## config.mk

```make
export PLATFORM = sky130hd
export DESIGN_NAME = dacpc_top
export DESIGN_NICKNAME = d
export VERILOG_FILES = /design/src/dacpc_pkg.sv /design/src/dacpc_channel.sv /design/src/dacpc_top.sv
export SDC_FILE = /design/constraint.sdc
export NUM_CORES = 1
export LEC_CHECK = 0
export BUFFER_PORTS_ARGS = -buffer_cell sky130_fd_sc_hd__buf_2
export CAP_MARGIN = 40
export CORE_ASPECT_RATIO = 0.8
export CORE_MARGIN = 2
export CORE_UTILIZATION = 56
export DETAILED_ROUTE_END_ITERATION = 8
export PLACE_DENSITY_LB_ADDON = 0.25
export SKIP_CTS_REPAIR_TIMING = 1
export SYNTH_ARGS = -nofsm -noshare
export SYNTH_HDL_FRONTEND = slang
export SYNTH_SLANG_ARGS = --single-unit
```

## constraint.sdc

```tcl
create_clock -name pclk -period 5.99 [get_ports pclk]
set_clock_uncertainty 0.2 [all_clocks]
set_input_delay 1.4975 -clock pclk [delete_from_list [all_inputs] [get_ports pclk]]
set_output_delay 1.4975 -clock pclk [all_outputs]
set_load 0.005 [all_outputs]
```

## src/dacpc_pkg.sv

```systemverilog
// Package for the converter pair control block: offsets, fields, reset values.
// Assumes an APB slave with 32-bit data, one aligned word per register.
package dacpc_pkg;

	// ==========================================================
	// Register byte offsets
	localparam logic [7:0] DACPC_OFF_CFG0_0   = 8'h00;
	localparam logic [7:0] DACPC_OFF_CFG0_1   = 8'h04;
	localparam logic [7:0] DACPC_OFF_CFG0_2   = 8'h08;
	localparam logic [7:0] DACPC_OFF_CFG0_3   = 8'h0c;
	localparam logic [7:0] DACPC_OFF_CFG1_0   = 8'h10;
	localparam logic [7:0] DACPC_OFF_CFG1_1   = 8'h14;
	localparam logic [7:0] DACPC_OFF_CFG1_2   = 8'h18;
	localparam logic [7:0] DACPC_OFF_CFG1_3   = 8'h1c;
	localparam logic [7:0] DACPC_OFF_LOW_0    = 8'h20;
	localparam logic [7:0] DACPC_OFF_HIGH_0   = 8'h30;
	localparam logic [7:0] DACPC_OFF_GCFG0    = 8'h40;
	localparam logic [7:0] DACPC_OFF_GCFG2    = 8'h44;
	localparam logic [7:0] DACPC_OFF_STATUS   = 8'h48;

	// ==========================================================
	// Field positions
	localparam int DACPC_CFG0_EN       = 0;
	localparam int DACPC_CFG0_PERSIST  = 1;
	localparam int DACPC_GCFG0_REF01   = 3;
	localparam int DACPC_GCFG0_REF23   = 7;
	localparam int DACPC_GCFG2_ATT01   = 0;
	localparam int DACPC_GCFG2_ATT23   = 4;

	// ==========================================================
	// Reset values and codes
	localparam logic [1:0] DACPC_GAIN_RST     = 2'h0;
	localparam logic [1:0] DACPC_GAIN_MAX     = 2'h2;
	localparam logic       DACPC_REF01_RST    = 1'b0;
	localparam logic       DACPC_REF23_RST    = 1'b1;
	localparam logic [11:0] DACPC_CODE_RST    = 12'h000;
	localparam int          DACPC_NUM_CONV    = 4;
	localparam int          DACPC_CODE_W      = 12;

endpackage : dacpc_pkg

```

## src/dacpc_channel.sv

```systemverilog
// One converter channel: enable, persist, gain, data latches with inhibit.
// Assumes pclk domain; system reset supplied by the parent, qualified by persist here.
`timescale 1ns/10ps
`default_nettype none
module dacpc_channel
	import dacpc_pkg::*;
#(
	parameter int CODE_W = DACPC_CODE_W
) (
	input  wire logic              pclk,
	input  wire logic              por_n,
	input  wire logic              sys_rst,
	input  wire logic              wr_cfg0,
	input  wire logic              wr_cfg1,
	input  wire logic              wr_low,
	input  wire logic              wr_high,
	input  wire logic [7:0]        wdata,
	output logic                   enable,
	output logic                   persist,
	output logic [1:0]             gain_code,
	output logic [1:0]             gain_eff,
	output logic [CODE_W-1:0]      code_in,
	output logic [CODE_W-1:0]      code_out,
	output logic                   inhibit
);

	// ==========================================================
	// Reset qualifier: persist keeps state over system reset
	logic clr;
	assign clr = sys_rst && !persist;

	always_ff @(posedge pclk or negedge por_n) begin
		if (!por_n) begin
			persist <= 1'b0;
		end else if (clr) begin
			persist <= 1'b0;
		end else if (wr_cfg0) begin
			persist <= wdata[DACPC_CFG0_PERSIST];
		end
	end

	always_ff @(posedge pclk or negedge por_n) begin
		if (!por_n) begin
			enable <= 1'b0;
		end else if (clr) begin
			enable <= 1'b0;
		end else if (wr_cfg0) begin
			enable <= wdata[DACPC_CFG0_EN];
		end
	end

	always_ff @(posedge pclk or negedge por_n) begin
		if (!por_n) begin
			gain_code <= DACPC_GAIN_RST;
		end else if (clr) begin
			gain_code <= DACPC_GAIN_RST;
		end else if (wr_cfg1) begin
			gain_code <= wdata[1:0];
		end
	end

	// undefined code maps to highest legal
	logic [1:0] next_gain_eff;
	assign next_gain_eff = (wdata[1:0] > DACPC_GAIN_MAX) ? DACPC_GAIN_MAX : wdata[1:0];

	// Effective gain held in a flop for the analog side
	always_ff @(posedge pclk or negedge por_n) begin
		if (!por_n) begin
			gain_eff <= DACPC_GAIN_RST;
		end else if (clr) begin
			gain_eff <= DACPC_GAIN_RST;
		end else if (wr_cfg1) begin
			gain_eff <= next_gain_eff;
		end
	end

	// low then high, low inhibits update
	always_ff @(posedge pclk or negedge por_n) begin
		if (!por_n) begin
			code_in <= DACPC_CODE_RST;
			inhibit <= 1'b0;
		end else if (clr) begin
			code_in <= DACPC_CODE_RST;
			inhibit <= 1'b0;
		end else if (wr_low) begin
			code_in[7:0] <= wdata;
			inhibit      <= 1'b1;
		end else if (wr_high) begin
			code_in[CODE_W-1:8] <= wdata[CODE_W-9:0];
			inhibit             <= 1'b0;
		end
	end

	// static output latch, updates after high byte
	always_ff @(posedge pclk or negedge por_n) begin
		if (!por_n) begin
			code_out <= DACPC_CODE_RST;
		end else if (clr) begin
			code_out <= DACPC_CODE_RST;
		end else if (wr_high) begin
			code_out <= {wdata[CODE_W-9:0], code_in[7:0]};
		end
	end

endmodule : dacpc_channel
`default_nettype wire

```

## src/dacpc_top.sv

```systemverilog
// Top of the converter pair control block with its APB register file.
// Assumes APB master on pclk; por_n is an asynchronous power-on reset,
// presetn the ordinary system reset (both active low).
//
// The register offsets and register access over APB are this design's own decisions.
`timescale 1ns/10ps
`default_nettype none

module dacpc_top
	import dacpc_pkg::*;
#(
	parameter int NUM_CONV = DACPC_NUM_CONV,
	parameter int CODE_W   = DACPC_CODE_W
) (
	input  wire logic                         pclk,
	input  wire logic                         presetn,
	input  wire logic                         por_n,
	input  wire logic                         psel,
	input  wire logic                         penable,
	input  wire logic                         pwrite,
	input  wire logic [7:0]                   paddr,
	input  wire logic [31:0]                  pwdata,
	output logic [31:0]                       prdata,
	output logic                              pready,
	output logic                              pslverr,
	output logic [NUM_CONV-1:0]               conv_enable,
	output logic [NUM_CONV*CODE_W-1:0]        conv_code,
	output logic [NUM_CONV*2-1:0]             conv_gain,
	output logic                              pair01_ref_select,
	output logic                              pair23_ref_select,
	output logic [1:0]                        pair01_ref_atten,
	output logic [1:0]                        pair23_ref_atten,
	output logic [NUM_CONV-1:0]               update_inhibit
);

	// ==========================================================
	// System reset: presetn synchronised, por_n async
	logic rst_meta;
	logic rst_sync;
	logic sys_rst;
	always_ff @(posedge pclk or negedge por_n) begin
		if (!por_n) begin
			rst_meta <= 1'b1;
			rst_sync <= 1'b1;
		end else begin
			rst_meta <= ~presetn;
			rst_sync <= rst_meta;
		end
	end
	assign sys_rst = rst_sync;

	// ==========================================================
	// APB decode
	logic                wr_acc;
	logic                rd_setup;
	logic [5:0]          widx;
	logic                addr_ok;
	logic [NUM_CONV-1:0] sel_cfg0;
	logic [NUM_CONV-1:0] sel_cfg1;
	logic [NUM_CONV-1:0] sel_low;
	logic [NUM_CONV-1:0] sel_high;
	logic                sel_gcfg0;
	logic                sel_gcfg2;
	logic                sel_status;
	logic [NUM_CONV-1:0] wr_cfg0;
	logic [NUM_CONV-1:0] wr_cfg1;
	logic [NUM_CONV-1:0] wr_low;
	logic [NUM_CONV-1:0] wr_high;
	logic                wr_gcfg0;
	logic                wr_gcfg2;
	assign wr_acc   = psel && penable && pwrite;
	assign rd_setup = psel && !penable && !pwrite;
	assign widx     = paddr[7:2];
	// Zero wait: read data is registered in the setup cycle
	assign pready   = 1'b1;

	// Register selects, one per word of the map
	always_comb begin
		sel_cfg0 = '0;
		sel_cfg1 = '0;
		sel_low  = '0;
		sel_high = '0;
		for (int n = 0; n < NUM_CONV; n++) begin
			sel_cfg0[n] = (paddr == DACPC_OFF_CFG0_0 + 8'(4 * n));
			sel_cfg1[n] = (paddr == DACPC_OFF_CFG1_0 + 8'(4 * n));
			sel_low[n]  = (paddr == DACPC_OFF_LOW_0 + 8'(4 * n));
			sel_high[n] = (paddr == DACPC_OFF_HIGH_0 + 8'(4 * n));
		end
	end
	assign sel_gcfg0  = (paddr == DACPC_OFF_GCFG0);
	assign sel_gcfg2  = (paddr == DACPC_OFF_GCFG2);
	assign sel_status = (paddr == DACPC_OFF_STATUS);

	// Unmapped or misaligned word: error response, no effect
	assign addr_ok = (|sel_cfg0) || (|sel_cfg1) || (|sel_low) || (|sel_high)
		|| sel_gcfg0 || sel_gcfg2 || sel_status;
	assign pslverr = psel && penable && !addr_ok;

	// write strobes, valid only in the access cycle
	assign wr_cfg0  = sel_cfg0 & {NUM_CONV{wr_acc}};
	assign wr_cfg1  = sel_cfg1 & {NUM_CONV{wr_acc}};
	assign wr_low   = sel_low & {NUM_CONV{wr_acc}};
	assign wr_high  = sel_high & {NUM_CONV{wr_acc}};
	assign wr_gcfg0 = sel_gcfg0 && wr_acc;
	assign wr_gcfg2 = sel_gcfg2 && wr_acc;

	// ==========================================================
	// Channels
	logic [NUM_CONV-1:0]        ch_persist;
	logic [NUM_CONV*2-1:0]      ch_gain_code;
	logic [NUM_CONV*CODE_W-1:0] ch_code_in;

	genvar g;
	generate
		for (g = 0; g < NUM_CONV; g++) begin : g_ch
			logic wc0;
			logic wc1;
			logic wlo;
			logic whi;
			assign wc0 = wr_cfg0[g];
			assign wc1 = wr_cfg1[g];
			assign wlo = wr_low[g];
			assign whi = wr_high[g];
			dacpc_channel #(
				.CODE_W (CODE_W)
			) u_ch (
				.pclk      (pclk),
				.por_n     (por_n),
				.sys_rst   (sys_rst),
				.wr_cfg0   (wc0),
				.wr_cfg1   (wc1),
				.wr_low    (wlo),
				.wr_high   (whi),
				.wdata     (pwdata[7:0]),
				.enable    (conv_enable[g]),
				.persist   (ch_persist[g]),
				.gain_code (ch_gain_code[2*g +: 2]),
				.gain_eff  (conv_gain[2*g +: 2]),
				.code_in   (ch_code_in[CODE_W*g +: CODE_W]),
				.code_out  (conv_code[CODE_W*g +: CODE_W]),
				.inhibit   (update_inhibit[g])
			);
		end
	endgenerate

	// ==========================================================
	// Pair settings: keep over system reset if both pair members persist
	logic        keep01;
	logic        keep23;
	logic [1:0]  att01_code;
	logic [1:0]  att23_code;
	assign keep01 = ch_persist[0] && ch_persist[1];
	assign keep23 = ch_persist[2] && ch_persist[3];

	// pair 0/1 reference select, resets to pin
	always_ff @(posedge pclk or negedge por_n) begin
		if (!por_n) begin
			pair01_ref_select <= DACPC_REF01_RST;
		end else if (sys_rst && !keep01) begin
			pair01_ref_select <= DACPC_REF01_RST;
		end else if (wr_gcfg0) begin
			pair01_ref_select <= pwdata[DACPC_GCFG0_REF01];
		end
	end

	// pair 2/3 select resets to supply
	always_ff @(posedge pclk or negedge por_n) begin
		if (!por_n) begin
			pair23_ref_select <= DACPC_REF23_RST;
		end else if (sys_rst && !keep23) begin
			pair23_ref_select <= DACPC_REF23_RST;
		end else if (wr_gcfg0) begin
			pair23_ref_select <= pwdata[DACPC_GCFG0_REF23];
		end
	end

	always_ff @(posedge pclk or negedge por_n) begin
		if (!por_n) begin
			att01_code <= DACPC_GAIN_RST;
		end else if (sys_rst && !keep01) begin
			att01_code <= DACPC_GAIN_RST;
		end else if (wr_gcfg2) begin
			att01_code <= pwdata[DACPC_GCFG2_ATT01 +: 2];
		end
	end

	always_ff @(posedge pclk or negedge por_n) begin
		if (!por_n) begin
			att23_code <= DACPC_GAIN_RST;
		end else if (sys_rst && !keep23) begin
			att23_code <= DACPC_GAIN_RST;
		end else if (wr_gcfg2) begin
			att23_code <= pwdata[DACPC_GCFG2_ATT23 +: 2];
		end
	end

	// clamp undefined attenuation, same code space as gain
	logic [1:0] next_att01_eff;
	logic [1:0] next_att23_eff;
	assign next_att01_eff = (pwdata[DACPC_GCFG2_ATT01 +: 2] > DACPC_GAIN_MAX) ? DACPC_GAIN_MAX
		: pwdata[DACPC_GCFG2_ATT01 +: 2];
	assign next_att23_eff = (pwdata[DACPC_GCFG2_ATT23 +: 2] > DACPC_GAIN_MAX) ? DACPC_GAIN_MAX
		: pwdata[DACPC_GCFG2_ATT23 +: 2];

	// Effective attenuation held in flops for the analog side
	always_ff @(posedge pclk or negedge por_n) begin
		if (!por_n) begin
			pair01_ref_atten <= DACPC_GAIN_RST;
		end else if (sys_rst && !keep01) begin
			pair01_ref_atten <= DACPC_GAIN_RST;
		end else if (wr_gcfg2) begin
			pair01_ref_atten <= next_att01_eff;
		end
	end

	always_ff @(posedge pclk or negedge por_n) begin
		if (!por_n) begin
			pair23_ref_atten <= DACPC_GAIN_RST;
		end else if (sys_rst && !keep23) begin
			pair23_ref_atten <= DACPC_GAIN_RST;
		end else if (wr_gcfg2) begin
			pair23_ref_atten <= next_att23_eff;
		end
	end

	// ==========================================================
	// Read mux
	logic [31:0] next_prdata;
	logic [1:0]  ridx;
	always_comb begin
		next_prdata = 32'h0000_0000;
		ridx        = widx[1:0];
		case (widx)
			6'h00, 6'h01, 6'h02, 6'h03: begin
				next_prdata = {30'h0, ch_persist[ridx], conv_enable[ridx]};
			end
			6'h04, 6'h05, 6'h06, 6'h07: begin
				next_prdata = {30'h0, ch_gain_code[2*ridx +: 2]};
			end
			// every data register readable, any enable
			6'h08, 6'h09, 6'h0a, 6'h0b: begin
				next_prdata = {24'h0, ch_code_in[CODE_W*ridx +: 8]};
			end
			6'h0c, 6'h0d, 6'h0e, 6'h0f: begin
				next_prdata = {28'h0, ch_code_in[CODE_W*ridx + 8 +: 4]};
			end
			6'h10: begin
				next_prdata = {24'h0, pair23_ref_select, 3'h0, pair01_ref_select, 3'h0};
			end
			6'h11: begin
				next_prdata = {26'h0, att23_code, 2'h0, att01_code};
			end
			6'h12: begin
				next_prdata = {28'h0, update_inhibit};
			end
			default: begin
				next_prdata = 32'h0000_0000;
			end
		endcase
	end

	// Read data captured in the setup cycle; zero otherwise and for bad words
	always_ff @(posedge pclk or negedge por_n) begin
		if (!por_n) begin
			prdata <= 32'h0000_0000;
		end else if (rd_setup && addr_ok) begin
			prdata <= next_prdata;
		end else begin
			prdata <= 32'h0000_0000;
		end
	end

endmodule : dacpc_top
`default_nettype wire

```

==> results of run 1 <==
cells by family after synthesis:
logic type	count (synthesis)
DFF	143
AOI/OAI and AO/OA	129
and+or+nand+nor	114
buffers and inverters	70
muxes	47
other	2
flip-flops by register name, indices dropped and copies added (netlist names):
signal	flops
g_ch.u_ch.persist	4
att01_code	2
g_ch.u_ch.code_out	48
rst_sync	1
rst_meta	1
pair01_ref_atten	2
pair01_ref_select	1
pair23_ref_atten	1
g_ch.u_ch.code_in	48
g_ch.u_ch.enable	4
g_ch.u_ch.gain_eff	8
g_ch.u_ch.gain_code	8
g_ch.u_ch.inhibit	4
prdata	8
att23_code	2
pair23_ref_select	1
final cells by class:
type                            count  share of cell area [%]
Clock buffer                       20                    5.94
Clock inverter                     12                    1.27
Inverter                            4                   0.200
Multi-Input combinational cell    315                    34.8
Sequential cell                   143                    47.7
Tap cell                          148                    2.46
Timing Repair Buffer              108                    7.64
how the worst max path moves through the flow:
| stage | from | endpoint | slack [ps] | cells after the start |
|---|---|---|---|---|
| 5_1_grt | paddr[2] | pslverr | 1290 | 5 |
| 4_1_cts | paddr[2] | pslverr | 1390 | 5 |
| 2_1_floorplan | paddr[5] | pslverr | 1890 | 4 |
| 3_5_place_dp | paddr[2] | pslverr | 1410 | 5 |
| 6_report | paddr[2] | pslverr | 1400 | 5 |
| 3_3_place_gp | paddr[2] | pslverr | 1440 | 5 |
cell usage in the layout, fill, tap and decap left out, types with 4 or more instances in the layout:
cell         n
a21oi_1      9
a21oi_4      4
a22o_1      89
a22oi_1      6
buf_2       99
buf_4        6
clkbuf_16   17
clkinv_2     8
conb_1      25
dfrtp_1    140
inv_1        4
mux2i_1     31
mux4_2      15
nand2_1     13
nand3_1     19
nor2_1      43
nor2b_1      7
o22a_1       4
report_power, final:
| part | internal, W | leakage [nW] | switching [W] |
|---|---|---|---|
| combinational | 0.0000255 | 1.64 | 0.0000851 |
| clock | 0.000576 | 0.273 | 0.000398 |
| sequential | 0.000968 | 1.99 | 0.00000125 |
worst max-delay path, delay by kind of cell:
kind	cells	cell delay, ps
and+or+nand+nor	1	80
buffers and inverters	2	460
AOI/OAI and AO/OA	2	840
routing by layer:
layer	track usage [%]	up-vias
li1	-	2000
met1	40.4	2333
met2	40.8	238
met3	6.74	31
met4	9.23	0
met5	0	-
metrics by stage:
step | setup WS (ps) | util (%)
after detailed placement | 1410 | 60.8
after floorplan | 1890 | -
after global placement | 1440 | 60.5
after global routing | 1290 | 65.5
after CTS | 1390 | 65.5
final | 1400 | 65.5
==> flow_summary.toml, run 1 <==
[outcome]
outcome = "complete, no violations"

[synthesis]
synth.largest_area_cell = "dfrtp_1"
synth_edf_count = 0
yosysWarningCount = 0
synth_xor_area_share_pct = 0
synth_common_cells = "140 x dfrtp_1, 89 x a22o_1, 43 x nor2_1"
ys_ff_latch = 143
synth_ff_type = "dfrtp_1"
synth-compound-area-share_pct = 16.9
synth_area_mm2 = 0.00657
ys_seq_area_share_pct = 54.5
synth_top_area_share_pct = 53.3
synth_area_leaders = "dfrtp_1 53%, a22o_1 12%, mux4_2 5.1%"
synth_cell_types = 54
async_reset_ff_share_pct = 100
netlist_instances = 505
avgSynthCellArea_um2 = 13.0
synth_fa_ha_area_share_pct = 0
synth-simple-area-share_pct = 11.4
synth_top_family_by_area = "compound AO/OA/AOI/OAI gates"
synth.mux.area_fraction_pct = 10.0
post-synth-top-count-cell = "dfrtp_1"

[worst_setup_path]
cp.arrival_ps = 2890
cp_max_fo = 25
cp_slowest_cell = "a2111oi_2"
critPathMostFrequentCell = "buf_2"
required_ps = 4290
crit_path_max_incr_delay_ps = 430
crit_path_start_kind = "input port"
r2r_cells = 4
worstSetupEndpointType = "output pin"
rrSetupSlack_ps = 3670
worstSetupPathType = "input port to output pin"
r2r-end = "g_ch[1].u_ch.code_out[11]$_DFFE_PN0P_"
crit_chain = "buf_2 -> a211o_1 -> a2111oi_2 -> nor2_1 -> buf_2"
r2r-start = "rst_sync$_DFF_PN1_"

[timing]
fmax_ghz = 0.218
period_minus_slack_ps = 4590
setup_tns_ps = 0
drv_slew = 0
hold_viol_final = 0
finalSetupViolCount = 0
period_share_pct = 76.6
whs_ps = 157
slew_headroom_pct = 39.7
grt_setup_unrepaired = "no"
worst_slew_pin_slew_ps = 904

[power]
finalPower_w = 0.00205
power.density_mw_per_mm2 = 273
power.leakage_nw = 3.90
ir_drop_uv = 199

[cts]
cts-root-buf = "clkbuf_16"
cts_tree = "built"
htree_levels = 4
cts_buffers = 17
clk_latency_ps = 420
clkSinkCount = 143
clock_path_buffers = 2
path_clk_slew_ps = 60

[floorplanning]
die_w_um = 125
initial_core_util_pct = 57.3
ioPinCount = 150
die_area_mm2 = 0.0126
fp.dieH_um = 101
rows = 35
coreArea_mm2 = 0.0115

[route]
vias = 4602
drt_iter0_drc = 376
drc = 0
ant_nets = 0
wirelength_mm = 16.6
drtPass1Iterations = 5
wl_met1_mm = 7.34
route.met3.wl_mm = 1.46
routed.top_layer = "met4"
viasPerCell = 6.14
wl_met2_mm = 7.46
routedWlPerCell_um = 22.1

[cells_and_area]
final_nets = 635
stdcell_count = 750
fill_cells = 894
final_cell_area_mm2 = 0.00752
regArea_mm2 = 0.00358
drive_gt1_share_pct = 31.2
syn_to_final_growth_pct = 14.4
multiInputGateArea_mm2 = 0.00262
n_antenna_cell = 0

[hold_path]
hold_path_end = "rst_sync$_DFF_PN1_"
hp-start = "rst_meta$_DFF_PN1_"
min_path_type = "flop to flop"
hold_path_depth = 0

[run]
maxCapViolations = 0

[global_routing]
grt_max_degree = 95
grt_pass1_wl_mm = 26.1
grt_usage_pct = 27.5
grt-ovfl-total = 0
grt_pass1_vias = 4522
antenna_found_initial = 0

[placed_design]
portBuffers = 100
gp_congestion = 0.852
dpl-instance-area_mm2 = 0.00697
place_inst = 718
hpwl_mm = 10.9
Note: power is estimated with default switching activity, not from simulation.
==> run 2: changes to the inputs <==
- ABC_AREA: not set -> 1
- CORE_UTILIZATION: 56 -> 54
- clock period: 5.99 -> 4.78 ns (I/O delays scaled with it)
==> run 2 against run 1 <==
Clock power increased by 44%; critical endpoint unchanged; die area up 3.6%; routed wire length grew 6.7%; via count grew 22%; largest power group unchanged; core utilization is 2.1 points lower; non-clock buffer count fell by 7; total power rose by 34%.
==> flow_summary.toml, run 2 <==
[outcome]
outcome = "complete, no violations"

[global_routing]
grt_max_degree = 74
antenna_found_initial = 0
grt_pass1_vias = 5345
grt-ovfl-total = 0
grt_pass1_wl_mm = 27.9
grt_usage_pct = 28.5

[synthesis]
synth_xor_area_share_pct = 0
synth-simple-area-share_pct = 23.3
synth_area_mm2 = 0.00657
synth-compound-area-share_pct = 11.7
synth_common_cells = "177 x nand2_1, 140 x dfrtp_1, 78 x nand3_1"
synth.mux.area_fraction_pct = 0
post-synth-top-count-cell = "nand2_1"
synth_top_family_by_area = "simple AND/OR/NAND/NOR gates"
ys_ff_latch = 143
yosysWarningCount = 0
avgSynthCellArea_um2 = 8.71
synth_ff_type = "dfrtp_1"
synth.largest_area_cell = "dfrtp_1"
synth_edf_count = 0
synth_cell_types = 33
async_reset_ff_share_pct = 100
synth_top_area_share_pct = 53.3
synth_area_leaders = "dfrtp_1 53%, nand2_1 10%, nand3_1 5.9%"
netlist_instances = 755
ys_seq_area_share_pct = 54.5
synth_fa_ha_area_share_pct = 0

[cells_and_area]
layout_common_cells = "177 x nand2_1, 140 x dfrtp_1, 99 x buf_2"
top_regs = "g_ch.u_ch.code_in x48, g_ch.u_ch.code_out x48"
drive_gt1_share_pct = 20.0
n_antenna_cell = 0
final_cell_area_mm2 = 0.00763
syn_to_final_growth_pct = 16.0
stdcell_count = 1006
final_nets = 887
final_common_cell = "nand2_1"

[floorplanning]
die_area_mm2 = 0.0131
rows = 36
coreArea_mm2 = 0.0120
fp.dieH_um = 103
die_w_um = 127
initial_core_util_pct = 54.7
ioPinCount = 150

[timing]
worst_slew_pin_slew_ps = 724
hold_viol_final = 0
fmax_ghz = 0.271
period_share_pct = 77.1
setup_tns_ps = 0
slew_headroom_pct = 51.7
period_minus_slack_ps = 3690
grt_setup_unrepaired = "no"
whs_ps = 161
finalSetupViolCount = 0
drv_slew = 0

[power]
ir_drop_uv = 233
power.leakage_nw = 4.03
power.density_mw_per_mm2 = 362
finalPower_w = 0.00276

[route]
wirelength_mm = 17.7
drtPass1Iterations = 5
viasPerCell = 5.59
drc = 0
ant_nets = 0
routedWlPerCell_um = 17.6
drt_iter0_drc = 437
vias = 5625

[hold_path]
min_path_type = "flop to flop"
hp-start = "rst_meta$_DFF_PN1_"

[placed_design]
place_inst = 974
hpwl_mm = 12.7
portBuffers = 100
dpl-instance-area_mm2 = 0.00700
gp_congestion = 0.944

[run]
maxCapViolations = 0

[worst_setup_path]
worstSetupPathType = "input port to output pin"
required_ps = 3380
cp_max_fo = 23
cp.arrival_ps = 2290
worstSetupEndpointType = "output pin"
crit_path_start_kind = "input port"
critPathLaunch = "paddr[2]"
r2r-start = "rst_sync$_DFF_PN1_"

[cts]
htree_levels = 4
cts_tree = "built"
cts-root-buf = "clkbuf_16"
clock_path_buffers = 2
clkSinkCount = 143
path_clk_slew_ps = 60
cts_buffers = 17
clk_latency_ps = 430
==> run 2: changes by cell type in the layout (fill, tap and decap cells not counted), moves of 7 or more <==
| cell | change |
|---|---|
| mux4_2 | -15 |
| a22o_1 | -89 |
| nand2_2 | +9 |
| nand2_1 | +164 |
| o21ai_0 | +59 |
| o22ai_1 | +42 |
| o21ai_1 | +18 |
| nand3_2 | +7 |
| inv_1 | +67 |
| nor2b_1 | -7 |
| mux2i_1 | -31 |
| nand3_1 | +59 |
==> run 2: report_power, final <==
group	total, W	switching (W)	internal, W	leakage (nW)
clock	0.00140	0.000494	0.000910	0.313
sequential	0.00122	0.00000306	0.00122	1.98
combinational	0.000135	0.000111	0.0000240	1.73
==> run 2: area by class of cell <==
cell class / instances / area [µm²]
fill: 1078 / 4400
sequential: 143 / 3580
multi-input combinational: 498 / 2390
timing repair buffer: 101 / 527
clock buffer: 21 / 470
inverter: 80 / 304
tap: 152 / 190
clock inverter: 11 / 161
==> run 2: per-layer routing <==
layer	up-vias	track usage, %	part of all wire (%)
li1	2596	-	-
met1	2750	38.6	44
met2	248	44.4	46
met3	31	8.93	8.2
met4	0	9.04	2.0
met5	-	0	0
==> run 2: logic make-up (layout without fill, tap and decap cells) <==
kind of cell / after synthesis / count (layout)
buffers and inverters: 137 / 213
DFF: 143 / 143
AOI/OAI and AO/OA: 140 / 140
and+or+nand+nor: 333 / 333
other: 2 / 25
==> run 2: worst max-delay path: stages <==
cell and delay [ps]:
buf_2 250, nand2_4 200, inv_1 80, o21bai_1 310
a21oi_1 100, buf_2 140
==> run 2: final timing paths <==
kind | end | slack [ps] | cells past startpoint
setup / recovery | pslverr | 1090 | 6
setup reg to reg | g_ch[1].u_ch.code_in[7]$_DFFE_PN0P_ | 2280 | 5
hold reg to reg | rst_sync$_DFF_PN1_ | 160 | 0
max in group asynchronous | rst_sync$_DFF_PN1_ | 2980 | 2
min in group asynchronous | g_ch[3].u_ch.code_out[7]$_DFFE_PN0P_ | 570 | 1
hold / removal | rst_sync$_DFF_PN1_ | 160 | 0
==> run 2: stage by stage <==
step	util [%]	setup WS [ps]
6_report	63.4	1090
5_1_grt	63.4	971
4_1_cts	63.4	1140
3_5_place_dp	58.2	1140
3_3_place_gp	58.2	1140
2_1_floorplan	-	1630
